## config.mk

```make
export PLATFORM = sky130hd
export DESIGN_NAME = multilevel_vectored_interrupt_arbiter
export DESIGN_NICKNAME = d
export VERILOG_FILES = /design/src/rtl/irq_arbiter_pkg.sv /design/src/rtl/multilevel_vectored_interrupt_arbiter.sv /design/src/rtl/vector_slot.sv
export VERILOG_INCLUDE_DIRS = /design/src /design/src/rtl
export SDC_FILE = /design/constraint.sdc
export NUM_CORES = 1
export LEC_CHECK = 0
export BUFFER_PORTS_ARGS = -buffer_cell sky130_fd_sc_hd__buf_2
export CORE_UTILIZATION = 50
export CTS_BUF_LIST = sky130_fd_sc_hd__clkbuf_16
export DETAILED_ROUTE_END_ITERATION = 10
export GPL_ROUTABILITY_DRIVEN = 0
export GPL_TIMING_DRIVEN = 0
export PLACE_DENSITY = 0.77
export SLEW_MARGIN = 25
export SYNTH_ARGS = -nofsm -noshare
export SYNTH_HDL_FRONTEND = slang
export SYNTH_SLANG_ARGS = --single-unit
```

## constraint.sdc

```tcl
create_clock -name clk -period 11.65 [get_ports clk]
set_input_delay 1.7475 -clock clk [delete_from_list [all_inputs] [get_ports clk]]
set_output_delay 1.7475 -clock clk [all_outputs]
set_load 0.02 [all_outputs]
```

## src/rtl/irq_arbiter_map.svh

```systemverilog
/*
 * Constants of the vectored interrupt arbiter: vector addresses, source
 * bit positions, level codes and widths.
 * Assumes inclusion by the package and the design files by bare name.
 */
`ifndef IRQ_ARBITER_MAP_SVH
`define IRQ_ARBITER_MAP_SVH

// Counts
`define NUM_SOURCES     19
`define NUM_VECTORS     10
`define VEC_ADDR_W      17
`define VEC_IDX_W       4

// Vector addresses, ascending order is also grant order inside a level
`define VEC_ADDR_0      17'h00003
`define VEC_ADDR_1      17'h0000B
`define VEC_ADDR_2      17'h00013
`define VEC_ADDR_3      17'h0001B
`define VEC_ADDR_4      17'h00023
`define VEC_ADDR_5      17'h0002B
`define VEC_ADDR_6      17'h00033
`define VEC_ADDR_7      17'h0003B
`define VEC_ADDR_8      17'h00043
`define VEC_ADDR_9      17'h0004B

// Source bit positions in the request vector
`define SRC_EXT_A       0
`define SRC_EXT_B       1
`define SRC_EXT_C       2
`define SRC_T0_LOW      3
`define SRC_EXT_E       4
`define SRC_EXT_D       5
`define SRC_BASE_TIMER  6
`define SRC_T0_HIGH     7
`define SRC_T1_LOW      8
`define SRC_T1_HIGH     9
`define SRC_SYNC_A      10
`define SRC_ASYNC_RX    11
`define SRC_SYNC_B      12
`define SRC_ASYNC_TX    13
`define SRC_CONV_DONE   14
`define SRC_TIMER_SIX   15
`define SRC_TIMER_SEVEN 16
`define SRC_PWM_A       17
`define SRC_PWM_B       18

// Level codes: none, low, high, highest
`define LVL_NONE        2'h0
`define LVL_LOW         2'h1
`define LVL_HIGH        2'h2
`define LVL_TOP         2'h3

// Depth of the service level stack (three levels nest at most)
`define NEST_DEPTH      3

`endif

```

## src/rtl/irq_arbiter_pkg.sv

```systemverilog
/*
 * Types shared by the interrupt arbiter files.
 * Assumes irq_arbiter_map.svh is on the include path.
 */
`include "irq_arbiter_map.svh"

package irq_arbiter_pkg;

  // Two-bit priority level
  typedef logic [1:0] level_t;

  // Handshake state of the arbiter towards the core
  typedef enum logic [2:0] {
    ST_IDLE    = 3'b001,
    ST_OFFER   = 3'b010,
    ST_SERVICE = 3'b100
  } arb_state_e;

endpackage : irq_arbiter_pkg

```

## src/rtl/multilevel_vectored_interrupt_arbiter.sv

```systemverilog
/*
 * Multilevel vectored interrupt arbiter: gathers nineteen sources onto
 * ten vectors, picks by level then by smallest vector, and offers the
 * vector to the core; keeps a stack of service levels for nesting.
 * Assumes the core pulses irq_ack to take the offer and irq_return on
 * return from service; sources are synchronous to clk.
 * The core must clear a source before returning, or it is offered again
 * as soon as its level is above the restored one.
 */
// Notes on behaviour
// - Nineteen sources gathered onto ten shared vectors.
// - Three levels: highest above high above low.
// - Refuse requests not above the level in service.
// - Simultaneous requests: highest level granted first.
// - Equal level: smallest vector address wins.
// - Vectors 03H and 0BH: highest or low only.
// - Third, fifth external, timer zero low share 13H.
// - Serial channels share 33H and 3BH.
// - Converter, timers, pulse share 43H; port zero 4BH.
// - Fourth external, time base share 1BH; timers 23H, 2BH.
`timescale 1ns/1ns
`default_nettype none
`include "irq_arbiter_map.svh"

module multilevel_vectored_interrupt_arbiter
  import irq_arbiter_pkg::*;
#(
  parameter int NSRC = `NUM_SOURCES, // Source count
  parameter int NVEC = `NUM_VECTORS  // Vector count
) (
  input  wire logic                   clk,          // System clock, 20 MHz
  input  wire logic                   resetn,       // Synchronous reset, low
  input  wire logic [NSRC-1:0]        src_req,      // Source request levels
  input  wire logic                   port_zero_req,// Port 0 request level
  input  wire logic [2*NVEC-1:0]      level_sel,    // Two level bits per vector
  input  wire logic                   irq_ack,      // Core takes the offer
  input  wire logic                   irq_return,   // Core returns from service
  output logic                        irq_req,      // Offer to the core
  output logic [`VEC_ADDR_W-1:0]      irq_vector,   // Offered vector address
  output logic [`VEC_IDX_W-1:0]       irq_index,    // Offered vector number
  output logic [1:0]                  irq_level,    // Offered level
  output logic [1:0]                  svc_level     // Level now in service
);

  // Timing towards the core, by rising edge:
  //   edge 0          a source above the service level is sampled
  //   after edge 0    irq_req high with the winner's vector, number, level
  //   edge n          irq_ack sampled high while irq_req stands: accepted
  //   after edge n    irq_req low, svc_level shows the accepted level
  //   after edge n+1  irq_req still low while the state returns to idle
  //   after edge n+2  earliest next offer

  // Vector address lookup, ascending
  localparam logic [`VEC_ADDR_W-1:0] VEC_ADDR [0:`NUM_VECTORS-1] = '{
    `VEC_ADDR_0, `VEC_ADDR_1, `VEC_ADDR_2, `VEC_ADDR_3, `VEC_ADDR_4,
    `VEC_ADDR_5, `VEC_ADDR_6, `VEC_ADDR_7, `VEC_ADDR_8, `VEC_ADDR_9};

  // Per vector pending and clipped level
  logic   [NVEC-1:0] vpend;     // Pending per vector
  level_t            vlvl [NVEC]; // Effective level per vector

  // Source groups per vector
  wire [0:0] g0 = src_req[`SRC_EXT_A];
  wire [0:0] g1 = src_req[`SRC_EXT_B];
  wire [2:0] g2 = {src_req[`SRC_EXT_C], src_req[`SRC_T0_LOW],
                   src_req[`SRC_EXT_E]};
  wire [1:0] g3 = {src_req[`SRC_EXT_D], src_req[`SRC_BASE_TIMER]};
  wire [0:0] g4 = src_req[`SRC_T0_HIGH];
  wire [1:0] g5 = {src_req[`SRC_T1_LOW], src_req[`SRC_T1_HIGH]};
  wire [1:0] g6 = {src_req[`SRC_SYNC_A], src_req[`SRC_ASYNC_RX]};
  wire [1:0] g7 = {src_req[`SRC_SYNC_B], src_req[`SRC_ASYNC_TX]};
  wire [4:0] g8 = {src_req[`SRC_CONV_DONE], src_req[`SRC_TIMER_SIX],
                   src_req[`SRC_TIMER_SEVEN], src_req[`SRC_PWM_A],
                   src_req[`SRC_PWM_B]};
  wire [0:0] g9 = port_zero_req;

  // Each slot ORs its sources and clips the selected level, so a vector
  // that may not use the highest level can never outrank a top-two vector set to highest
  // Slots, two with highest allowed, rest high or low
  vector_slot #(.SRC_W(1), .TOP_OK(1'b1)) u_s0 (.src(g0), .level_sel(level_sel[1:0]),
    .pend(vpend[0]), .level_eff(vlvl[0]));
  vector_slot #(.SRC_W(1), .TOP_OK(1'b1)) u_s1 (.src(g1), .level_sel(level_sel[3:2]),
    .pend(vpend[1]), .level_eff(vlvl[1]));
  vector_slot #(.SRC_W(3), .TOP_OK(1'b0)) u_s2 (.src(g2), .level_sel(level_sel[5:4]),
    .pend(vpend[2]), .level_eff(vlvl[2]));
  vector_slot #(.SRC_W(2), .TOP_OK(1'b0)) u_s3 (.src(g3), .level_sel(level_sel[7:6]),
    .pend(vpend[3]), .level_eff(vlvl[3]));
  vector_slot #(.SRC_W(1), .TOP_OK(1'b0)) u_s4 (.src(g4), .level_sel(level_sel[9:8]),
    .pend(vpend[4]), .level_eff(vlvl[4]));
  vector_slot #(.SRC_W(2), .TOP_OK(1'b0)) u_s5 (.src(g5), .level_sel(level_sel[11:10]),
    .pend(vpend[5]), .level_eff(vlvl[5]));
  vector_slot #(.SRC_W(2), .TOP_OK(1'b0)) u_s6 (.src(g6), .level_sel(level_sel[13:12]),
    .pend(vpend[6]), .level_eff(vlvl[6]));
  vector_slot #(.SRC_W(2), .TOP_OK(1'b0)) u_s7 (.src(g7), .level_sel(level_sel[15:14]),
    .pend(vpend[7]), .level_eff(vlvl[7]));
  vector_slot #(.SRC_W(5), .TOP_OK(1'b0)) u_s8 (.src(g8), .level_sel(level_sel[17:16]),
    .pend(vpend[8]), .level_eff(vlvl[8]));
  vector_slot #(.SRC_W(1), .TOP_OK(1'b0)) u_s9 (.src(g9), .level_sel(level_sel[19:18]),
    .pend(vpend[9]), .level_eff(vlvl[9]));

  // Handshake with the core, one offer at a time:
  //   idle    - nothing above the service level is pending
  //   offer   - irq_req high, the vector tracks the best winner
  //   service - one cycle after an accept while the new level settles
  // The level accepted is the registered irq_level, the one the core saw,
  // not a better winner that may have appeared in the same cycle.

  // State and service level stack
  arb_state_e             state_r, state_nxt;     // Handshake state
  level_t                 stack_r [`NEST_DEPTH];  // Saved service levels
  logic   [1:0]           depth_r;                // Entries in the stack
  level_t                 cur_r;                  // Level in service

  // Winner search: scan from the highest vector down so the smallest
  // address of the best level is the last to overwrite
  level_t                 best_lvl;               // Best level found
  logic [`VEC_IDX_W-1:0]  best_idx;               // Its vector number
  always_comb begin
    best_lvl = `LVL_NONE;
    best_idx = '0;
    for (int i = NVEC-1; i >= 0; i--) begin
      // Only levels above the service level compete
      if (vpend[i] && vlvl[i] > cur_r && vlvl[i] >= best_lvl) begin
        best_lvl = vlvl[i];
        best_idx = i[`VEC_IDX_W-1:0];
      end
    end
  end

  // A candidate exists when a level above service was found
  wire found = (best_lvl != `LVL_NONE);
  // An ack outside the offer state is ignored, so a stray pulse from
  // the core cannot raise the service level to an unseen offer
  wire take  = (state_r == ST_OFFER) && irq_ack;           // Core accepts
  // A return with nothing in service is ignored
  wire ret   = irq_return && (depth_r != 2'h0);            // Valid return
  wire [1:0] depth_dec = depth_r - 2'h1;                   // Top of stack
  wire [1:0] depth_inc = depth_r + 2'h1;                   // Depth after a push

  // Push and pop never act together: an accept in the same cycle as a
  // return wins, and the core has to repeat that return
  wire         push     = take;                            // Save and raise
  wire         pop      = ret && !take;                    // Restore saved
  wire level_t restored = stack_r[depth_dec];              // Level to go back to

  // Next offer contents
  wire                   req_nxt = found && (state_nxt == ST_OFFER); // Offer stands
  wire [`VEC_ADDR_W-1:0] vec_nxt = VEC_ADDR[best_idx];    // Winner's address

  // State transitions
  always_comb begin
    state_nxt = state_r;                                   // Hold by default
    case (state_r)
      ST_IDLE: begin
        if (found) state_nxt = ST_OFFER;                   // Something to offer
      end
      ST_OFFER: begin
        if (take) state_nxt = ST_SERVICE;                  // Core accepted
        else if (!found) state_nxt = ST_IDLE;              // Winner withdrawn
      end
      ST_SERVICE: begin
        state_nxt = ST_IDLE;                               // New level settles
      end
      default: begin
        state_nxt = ST_IDLE;                               // Recover from bad code
      end
    endcase
  end

  // State register
  always_ff @(posedge clk) begin
    if (!resetn) state_r <= ST_IDLE;                       // Idle after reset
    else state_r <= state_nxt;
  end

  // Offer outputs follow the current winner while offering; the vector
  // may move to a better winner until the core accepts
  always_ff @(posedge clk) begin
    if (!resetn) begin
      irq_req    <= 1'b0;
      irq_vector <= '0;
      irq_index  <= '0;
      irq_level  <= `LVL_NONE;
    end else begin
      irq_req    <= req_nxt;
      irq_vector <= vec_nxt;
      irq_index  <= best_idx;
      irq_level  <= best_lvl;
    end
  end

  // Nesting: each accept pushes the level it interrupts and raises the
  // service level; each return pops it back. Every accept needs a level
  // strictly above the one in service, so the stack never overflows.

  // Level in service, used by the winner search
  always_ff @(posedge clk) begin
    if (!resetn) cur_r <= `LVL_NONE;                       // Nothing in service
    else if (push) cur_r <= irq_level;
    else if (pop) cur_r <= restored;
  end

  // Stack depth
  always_ff @(posedge clk) begin
    if (!resetn) depth_r <= 2'h0;                          // Empty stack
    else if (push) depth_r <= depth_inc;                   // One more level
    else if (pop) depth_r <= depth_dec;                    // One level less
  end

  // Saved levels: the interrupted level goes on top
  always_ff @(posedge clk) begin
    if (!resetn) begin
      for (int k = 0; k < `NEST_DEPTH; k++) stack_r[k] <= `LVL_NONE;
    end else if (push) begin
      stack_r[depth_r] <= cur_r;
    end
  end

  // Service level seen by the core, a copy of the internal level so the
  // output comes straight from its own flip-flop
  always_ff @(posedge clk) begin
    if (!resetn) svc_level <= `LVL_NONE;                   // Nothing in service
    else if (push) svc_level <= irq_level;
    else if (pop) svc_level <= restored;
  end

endmodule : multilevel_vectored_interrupt_arbiter

`default_nettype wire

```

## src/rtl/vector_slot.sv

```systemverilog
/*
 * One vector slot: ORs the sources sharing a vector and clips the
 * requested level to the levels allowed for that vector.
 * Assumes sources are level requests held until the core clears them.
 */
`timescale 1ns/1ns
`default_nettype none
`include "irq_arbiter_map.svh"

module vector_slot
  import irq_arbiter_pkg::*;
#(
  parameter int              SRC_W   = 1,   // Sources sharing this vector
  parameter logic            TOP_OK  = 1'b0 // Vector may use the highest level
) (
  input  wire logic [SRC_W-1:0] src,       // Source requests of this vector
  input  wire level_t           level_sel, // Software selected level
  output var  logic             pend,      // Any source requesting
  output var  level_t           level_eff  // Level after clipping
);

  // Allowed level: highest only for the two top vectors, else high or low
  wire level_t clipped = (level_sel == `LVL_TOP && !TOP_OK) ? `LVL_HIGH :
                         (level_sel == `LVL_HIGH && TOP_OK) ? `LVL_LOW :
                         (level_sel == `LVL_NONE) ? `LVL_LOW : level_sel;

  // Shared vector requests when any member requests
  assign pend      = |src;
  assign level_eff = clipped;

endmodule : vector_slot

`default_nettype wire

```

---- After elaboration in Yosys (flattened, before gate mapping) ----
Memories as Yosys holds them, arrays and structs flattened. A register that Yosys moved wholly into a read port is not among the register bits.
Index checks and enable logic that the tools add are counted.
word-level totals
  flip-flop bits (word level) ............. 14
  bits in writable memories ............... 6
  memory bits (read-only) ................. 272
  bits of input ports ..................... 44
  output and inout port bits .............. 26
  word-level logic and storage cells ...... 145
  memories kept ........................... 2
memories
  name              depth  bits a word  read ports  clocked after Yosys merged registers in  wr ports  line                                          source
  (name not given)  16     17           1           1                                        0         multilevel_vectored_interrupt_arbiter.sv:148  wire [`VEC_ADDR_W-1:0] vec_nxt = VEC_ADDR[best_idx];
  stack_r           3      2            1           0                                        3         multilevel_vectored_interrupt_arbiter.sv:110  level_t stack_r [`NEST_DEPTH];
cells by class
  add/subtract/negate cells ............... 2
  magnitude comparators ................... 20
  equal/unequal tests ..................... 13
  mux-type cells .......................... 55
  bitwise logic cells ..................... 1
  reduce and logical (&&, ||, !) cells .... 46
operator list
  kind                   number
  $mux W2                36
  $mux W4                10
  $logic_and A1 B1 Y1    24
  $eq A2 B2 Y1 const B   10
  $gt A2 B2 Y1           10
  $logic_not A2 Y1       10
  $ge A2 B2 Y1           9
  $reduce_or A2 Y1       5
  $mux W3                3
  $eq A3 B2 Y1 const B   2
  $pmux W3 S2            1
  $reduce_bool A2 Y1     3
  $mux W1                5
  $not A4 Y5             1
  $reduce_or A5 Y1       1
  $eq A3 B1 Y1 const B   1
  $reduce_or A3 Y1       1
  $add A2 B1 Y2 const B  1
  $ge A2 B1 Y1 const B   1
  $logic_not A1 Y1       2
  $sub A2 B1 Y2 const B  1

---- Longest topological paths before layout ----
Gate-level depths: netlist of the first run.
  word-level depth ........................ 40
  depth in mapped cells ................... 58
  depth with buffers taken out ............ 57

---- Hierarchy ----
A second synthesis of the first run with hierarchy kept.
second synthesis, totals
  cells, all modules ...................... 324
  area, all modules ....................... 2642.5 sq um
modules (own cells, without submodules)
  module                                 times used  cells each  area each (sq um)  sequential area each (sq um)
  multilevel_vectored_interrupt_arbiter  1           290         2473.6             580.6
  vector_slot at u_s2 ...                5           3           13.8               0.0
  vector_slot at u_s0 ...                2           4           25.0               0.0
  vector_slot at u_s4 ...                2           3           15.0               0.0
  vector_slot at u_s8                    1           5           20.0               0.0

---- Worst setup path after synthesis of the first run ----
OpenSTA, ideal clock, no wires.
  path type ............................... input to register
  start ................................... in level_sel[19]
  end ..................................... reg state_r[0]
  setup time .............................. 0.129 ns
  arrival time ............................ 10.428 ns
  required time ........................... 11.521 ns
  slack ................................... 1.093 ns
  stages on the path ...................... 46
  path buffers ............................ 2
  path through ............................ clkbuf_1 ha_1 and2b_1 o21ai_0 nor2_1 ha_1 nand2b_1 a21o_1 and4b_1 or2_2 ha_1 nand2b_1 a21o_1 and2_1 clkbuf_1 nor2_1 a21oi_1 ha_1 (+10 left out) inv_1 a21boi_0 and3_1 o31ai_1 nor2_1 ha_1 nand2b_1 o2111a_1 a31oi_1 o21ai_2 nor2b_1 ha_1 nand2b_1 nand3_1 and4b_1 or4_4 a31oi_1 a31oi_1
on the way
  cells in the longest elaborated chain, start to end .. 38
RTL lines
  element                           line                                          source
  start, declared                   multilevel_vectored_interrupt_arbiter.sv:35   input wire logic [2*NVEC-1:0] level_sel,
  $logic_not A2 Y1 (no line)        n/a
  $mux W2                           vector_slot.sv:25                             (level_sel == `LVL_NONE) ? `LVL_LOW : level_sel;
  $mux W2 *                         vector_slot.sv:23                             wire level_t clipped = (level_sel == `LVL_TOP && !TOP_OK) ? `LVL_HIGH :
  $gt A2 B2 Y1                      multilevel_vectored_interrupt_arbiter.sv:123  if (vpend[i] && vlvl[i] > cur_r && vlvl[i] >= best_lvl) begin
  $logic_and A1 B1 Y1 (2 in a row)  multilevel_vectored_interrupt_arbiter.sv:123
  $mux W2 *                         multilevel_vectored_interrupt_arbiter.sv:123
  $ge A2 B2 Y1                      multilevel_vectored_interrupt_arbiter.sv:123
  $logic_and A1 B1 Y1               multilevel_vectored_interrupt_arbiter.sv:123
  (+21 left out)                    n/a
  $mux W2 *                         multilevel_vectored_interrupt_arbiter.sv:123
  $ge A2 B2 Y1                      multilevel_vectored_interrupt_arbiter.sv:123
  $logic_and A1 B1 Y1               multilevel_vectored_interrupt_arbiter.sv:123
  $mux W2 *                         multilevel_vectored_interrupt_arbiter.sv:123
  $reduce_bool A2 Y1 (no line) *    n/a
  $mux W3                           multilevel_vectored_interrupt_arbiter.sv:159  else if (!found) state_nxt = ST_IDLE;
  $mux W3                           multilevel_vectored_interrupt_arbiter.sv:158  if (take) state_nxt = ST_SERVICE;
  $pmux W3 S2 *                     multilevel_vectored_interrupt_arbiter.sv:153  case (state_r)
  end signal, assigned              multilevel_vectored_interrupt_arbiter.sv:173  else state_r <= state_nxt;
  end, declared                     multilevel_vectored_interrupt_arbiter.sv:109  arb_state_e state_r, state_nxt;
Mark *: on every way between the ends. The rest lies on a longest branch, timed or not.
A chain may end at the register's enable or synchronous reset.

---- Worst setup path after layout of the first run ----
Same ends and word-level chain as after synthesis.

==> results of run 1 <==
-- layout make-up --
class / count / area, sq um
plain buffers: 25 / 150
clock buffers: 4 / 100
fillers: 432 / 1740
inverters: 17 / 63.8
multi-input cells: 244 / 1790
flip-flops and latches: 26 / 601
well taps: 67 / 83.8
repair buffers: 50 / 250
-- worst register-to-register path, delay by kind of cell (launching register included) --
family          cells  cell delay [ns]
compound gates     15             2.91
buf+inv             3             0.49
simple gates       20             3.79
flops               1             0.46
fa+ha+maj           8             2.40
-- cells by family (layout without fill, tap and decap cells) --
family                   Yosys count  in the layout
AND/OR/NAND/NOR                  117            117
AO/OA/AOI/OAI                     70             70
buffers and inverters             42             96
adder cells (fa/ha/maj)           40             40
flip-flops                        26             26
multiplexers                       2              2
other                              1             15
-- metrics by stage --
step / setup TNS, ns / area (sq um)
finish: 0 / 3040
global placement: 0 / 2910
CTS: 0 / 3010
detailed placement: -0.0880 / 2910
global route: 0 / 3040
floorplan: 0 / 2580
-- layer usage --
layer | GRT usage (%) | part of all wire (%) | routed length [um] | vias up
li1 | - | - | - | 1202
met3 | 1.24 | 2.9 | 150 | 4
met1 | 25.5 | 46 | 2360 | 1051
met2 | 36.4 | 50 | 2560 | 49
met5 | 0 | 0 | 0 | -
met4 | 6.10 | 0.73 | 37 | 0
-- sequential cells by signal, summed over array words and instances, names as in the netlist --
signal,cells
irq_index,4
irq_level,2
irq_req,1
state_r,3
svc_level,2
depth_r,2
stack_r,8
irq_vector,4
-- worst min path at each step --
stage / depth (start not counted) / to / slack, ns / from
global route: 2 / svc_level[0]$_SDFFE_PN0P_ / 0.55 / irq_level[0]$_SDFF_PN0_
floorplan: 2 / depth_r[1]$_SDFFE_PN0P_ / 0.48 / depth_r[1]$_SDFFE_PN0P_
global placement: 2 / svc_level[0]$_SDFFE_PN0P_ / 0.49 / irq_level[0]$_SDFF_PN0_
finish: 2 / svc_level[0]$_SDFFE_PN0P_ / 0.50 / irq_level[0]$_SDFF_PN0_
detailed placement: 2 / svc_level[0]$_SDFFE_PN0P_ / 0.49 / irq_level[0]$_SDFF_PN0_
CTS: 2 / svc_level[0]$_SDFFE_PN0P_ / 0.50 / irq_level[0]$_SDFF_PN0_
-- repair_timing --
action | in CTS | in global routing
setup endpoints to repair | 0 | 11
hold endpoints to repair | 0 | 0
gates resized for setup | 0 | 7
-- cell usage in the layout (no fill, tap or decap), drive strengths merged, types with 2 or more instances in the layout --
cell type  instances
o31ai              3
and2b              2
o21ai              9
a311oi             3
mux4               2
a21o               3
o21a               3
inv               17
buf               64
a21oi             12
edfxtp             8
nand4              2
dfxtp             18
nor2b             13
a31oi              7
o221a              3
conb              15
maj3               4
nor3               4
o211ai             8
a211oi             4
clkbuf            15
and4b              2
nand3b             2
nand2             34
nand3              8
nand2b            12
and3b              3
o2bb2ai            2
a21boi             3
nor2              13
and3              13
ha                36
and2               5
-- where the power goes --
| group | total (uW) | switching [uW] | leakage, uW | internal, uW |
|---|---|---|---|---|
| registers | 134 | 17.4 | 0.000229 | 117 |
| clock network | 89.3 | 29.6 | 0.0000493 | 59.7 |
| logic | 391 | 221 | 0.00119 | 171 |
| total | 615 | 268 | 0.00147 | 347 |
==> flow_summary.toml, run 1 <==
[placement]
dp.cells = 429
port-buffer-count = 50
dp_slack_ns = -0.0769
dpl.hpwl_um = 4210

[sta]
relSlewSlack_pct = 53.4
finalSetupViolCount = 0
period_needed_ns = 11.03
clock_skew_ns = 0.00471
fin_ws_ns = 0.620
finalHoldViolCount = 0
fmax_mhz = 90.7
tightestPinTransition_ns = 0.698
hold_slack_ns = 0.501
post-route-period-util_pct = 94.7
rsz0062_at_grt = "false"
slew_viol_final = 0

[logic_synthesis]
synth_seq_cells = 26
yosysUniqueCellTypes = 56
async_reset_ff_share_pct = 0
synth-compound-area-share_pct = 21.3
synth_area_per_cell_sq_um = 8.47
yosys_warnings = 0
ys.flop_type = "dfxtp_1"
synthesis.instances = 298
synth_edf_count = 8
synth-simple-area-share_pct = 25.1
syn_area_sq_mm = 0.00252
synth_top_area_share_pct = 17.8
synthTopCellsByArea = "ha_1 (18%), dfxtp_1 (14%), edfxtp_1 (9.5%), nand2_1 (5.1%), buf_4 (3.9%)"
yosysTopAreaCell = "ha_1"
synth_seq_area_share_pct = 23.8
synthAdderAreaFrac_pct = 19.5
synthXorXnorAreaFrac_pct = 0
muxShareOfSynthArea_pct = 1.78
yosysMostFrequentCell = "ha_1"
ys_top_cells_by_count = "ha_1 (36), nand2_1 (34), dfxtp_1 (18)"
synth_top_family_by_area = "simple AND/OR/NAND/NOR gates"

[final_layout]
nets = 447
layout.cells.non_filler = 433
postLayoutCoreUtil_pct = 63.6
area_growth_pct = 20.5
layout-drive-gt1-share_pct = 24.0
antenna_cells = 0

[global_routing]
grt_pass1_vias = 2036
grt_use_total_pct = 20.1
antenna_found_initial = 0
grt_first_pass_wirelength_um = 8570
grt.overflow.total = 0
grt_max_degree = 17

[worst_setup_path]
worstRegToRegCells = 46
regToRegSetupSlack_ns = 1.50
startpoint_type = "input port"
cp_slowest_cell = "or4_4"
crit_path_end_kind = "flop"
cp_num_buf_inv = 4
crit_fanout = 6
critPathMostFrequentCell = "ha_1"
critical_path.top_delay_family = "simple AND/OR/NAND/NOR gates"
crit_start = "level_sel[19]"
crit_end = "state_r[0]$_SDFF_PN1_"
r2r-end = "state_r[0]$_SDFF_PN1_"
critical_path_class = "in2reg"
max_stage_delay_ns = 0.46
worst-path-stages = 47
required_ns = 11.79
rr_startpoint = "svc_level[1]$_SDFFE_PN0P_"
worstPathArrival_ns = 11.17

[routing]
ant_nets = 0
via_per_inst = 5.33
num_vias = 2306
wirelength_um = 5100
drt_first_iter_violations = 115
dr.pass1.iters = 4
wl_per_cell_um = 11.8
drc = 0

[power]
total_power_uw = 615
irDropWorstVdd_mv = 0.0864
power_leakage_uw = 0.00147
power_density_mw_per_mm2 = 202

[die]
start_util_pct = 52.8
ios = 70
fp.dieArea_sq_mm = 0.00534
die_w_um = 73.1
rows = 25
core_sq_mm = 0.00479
die_y_um = 73.1

[run_status]
run_status = "completed"

[clock_network]
cts_hold_buf = 0
cts_max_path_buffers = 2
cts_tree = "yes"
clock_latency_ns = 0.26
cts_buffers = 3
htreeDepth = 1
clock-root-buffer = "clkbuf_16"
cts_sinks = 26
post-cts-setup-buffers = 0
path_clk_slew_ns = 0.06

[worst_hold_path]
min_path_type = "reg2reg"

[flow_run]
maxCapViolCount = 0
(Power assumes the default switching activity.)
==> run 2, diff against run 1 <==
CELL_PAD_IN_SITES_DETAIL_PLACEMENT = 1   (was unset)
CELL_PAD_IN_SITES_GLOBAL_PLACEMENT = 1   (was unset)
CORE_UTILIZATION = 39   (was 50)
PLACE_DENSITY = unset   (was 0.77)
PLACE_DENSITY_LB_ADDON = 0.1   (was unset)
==> run 2 against run 1 <==
  * Combinational power grew 4%
  * Clock-buffer cell count shrank 1
  * First-iteration DRC count down 46%
  * Worst hold slack worse by 0.0026 ns
  * Register-to-register slack got worse by 0.08 ns
  * Critical path type unchanged
  * Highest routed layer unchanged
==> flow_summary.toml, run 2 (same netlist as run 1, synthesis figures left out) <==
[flow_run]
maxCapViolCount = 0

[sta]
finalSetupViolCount = 0
relSlewSlack_pct = 49.0
period_needed_ns = 11.01
tightestPinTransition_ns = 0.764
post-route-period-util_pct = 94.5
clock_skew_ns = 0.00356
rsz0062_at_grt = "false"
slew_viol_final = 0
finalHoldViolCount = 0
fmax_mhz = 90.8

[routing]
num_vias = 2371
wl_per_cell_um = 14.1
via_per_inst = 5.36
wirelength_um = 6230
dr.pass1.iters = 4
drc = 0
drt_first_iter_violations = 62
ant_nets = 0

[power]
internal_power_uw = 339
seqPwrFrac_pct = 21.9
power_leakage_uw = 0.00147
irDropWorstVdd_mv = 0.125
total_power_uw = 621
switchingPower_uw = 282
comb_power_share_pct = 65.6
power_density_mw_per_mm2 = 204
p_clk_share_pct = 12.5
p_sw_share_pct = 45.4

[worst_setup_path]
crit_fanout = 6
max_stage_delay_ns = 0.46
critical_path_class = "in2reg"
critical_path.top_delay_family = "simple AND/OR/NAND/NOR gates"
required_ns = 11.79
cp_num_buf_inv = 4
startpoint_type = "input port"
critPathMostFrequentCell = "ha_1"
worstPathArrival_ns = 11.15
crit_path_end_kind = "flop"
cp_slowest_cell = "or4_4"

[final_layout]
nets = 448
layout-drive-gt1-share_pct = 24.3
final_common_cell = "buf_2"
postLayoutCellArea_sq_mm = 0.00305
postLayoutCoreUtil_pct = 50.0
reg_top3 = "stack_r: 8 flops, irq_index: 4 flops, irq_vector: 4 flops"
top_register = "stack_r"
antenna_cells = 0
area_growth_pct = 20.6
largest_reg_flops = 8
layout_common_cells = "buf_2 (50), ha_1 (36), nand2_1 (34)"

[global_routing]
grt_max_degree = 17
grt_pass1_vias = 2355
grt_use_total_pct = 19.6
grt_first_pass_wirelength_um = 10300
antenna_found_initial = 0
grt.overflow.total = 0

[die]
die_y_um = 82.5
rows = 28
die_w_um = 82.5
ios = 70
start_util_pct = 41.4
fp.dieArea_sq_mm = 0.00680
core_sq_mm = 0.00610

[clock_network]
cts_buffers = 3
clock_latency_ns = 0.26
cts_max_path_buffers = 2
path_clk_slew_ns = 0.07
clock-root-buffer = "clkbuf_16"
cts_sinks = 26
htreeDepth = 1
cts_tree = "yes"

[placement]
dpl.hpwl_um = 5050
placed_area_sq_mm = 0.00292
port-buffer-count = 50

[worst_hold_path]
min_path_type = "reg2reg"

[run_status]
run_status = "completed"
==> run 2: cell types whose count changed in the layout (fill, tap and decap cells not counted), sizes merged <==
cell	delta
buf	+1
inv	+1
clkbuf	-1
==> run 2: repair_timing <==
action                                  CTS  global route
endpoints found under the setup margin    1            11
buffers inserted                          0             1
gates cloned                              0             0
pin swaps                                 0             1
gates resized for setup                   1             7
hold buffers                              0             0
endpoints found under the hold margin     0             0
==> run 2: per-layer routing <==
metal	up-vias	routed length [um]	GRT usage [%]
met2	42	3120	36.4
met5	-	0	0
met3	8	149	0.989
met1	1119	2890	24.2
met4	0	74	5.26
li1	1202	-	-
==> run 2: final cells by class <==
class / instances / area, sq um
fill: 798 / 3050
timing repair buffer: 51 / 258
clock buffer: 3 / 75.1
buffer: 25 / 150
tap: 75 / 93.8
multi-input combinational: 244 / 1800
inverter: 17 / 63.8
sequential: 26 / 601
clock inverter: 1 / 3.75
==> run 2: worst register-to-register path: cells and delay by family (launching register included) <==
family / cells / cell delay, ns
buffers and inverters: 3 / 0.52
flip-flops: 1 / 0.50
adder cells (fa/ha/maj): 8 / 2.42
AO/OA/AOI/OAI: 15 / 2.85
AND/OR/NAND/NOR: 20 / 3.81
==> run 2: through the flow <==
| step | hold slack (ns) | std cells | worst slack (ns) | TNS [ns] |
|---|---|---|---|---|
| floorplan | 0.481 | 312 | 1.09 | 0 |
| global placement | 0.489 | 437 | -0.0281 | -0.0281 |
| detailed placement | 0.499 | 437 | -0.261 | -1.83 |
| CTS | 0.508 | 441 | 0.121 | 0 |
| global route | 0.552 | 442 | 0.0348 | 0 |
| finish | 0.499 | 442 | 0.636 | 0 |
==> run 2: path summary, 6_finish.rpt <==
kind / slack (ns) / depth (start not counted) / endpoint / start
worst max-delay path: 0.64 / 47 / state_r[0]$_SDFF_PN1_ / level_sel[19]
worst min-delay path: 0.50 / 2 / svc_level[1]$_SDFFE_PN0P_ / irq_level[1]$_SDFF_PN0_
worst max register to register: 1.42 / 46 / state_r[0]$_SDFF_PN1_ / svc_level[1]$_SDFFE_PN0P_
worst min register to register: 0.50 / 2 / svc_level[1]$_SDFFE_PN0P_ / irq_level[1]$_SDFF_PN0_
==> run 2: power by group through the flow <==
stage	Sequential (uW)	Combinational [uW]	Clock (uW)
finish	136	407	77.8
global route	140	460	81.6
CTS	137	396	78.3
detailed placement	139	393	0
global placement	137	377	0
floorplan	152	281	0
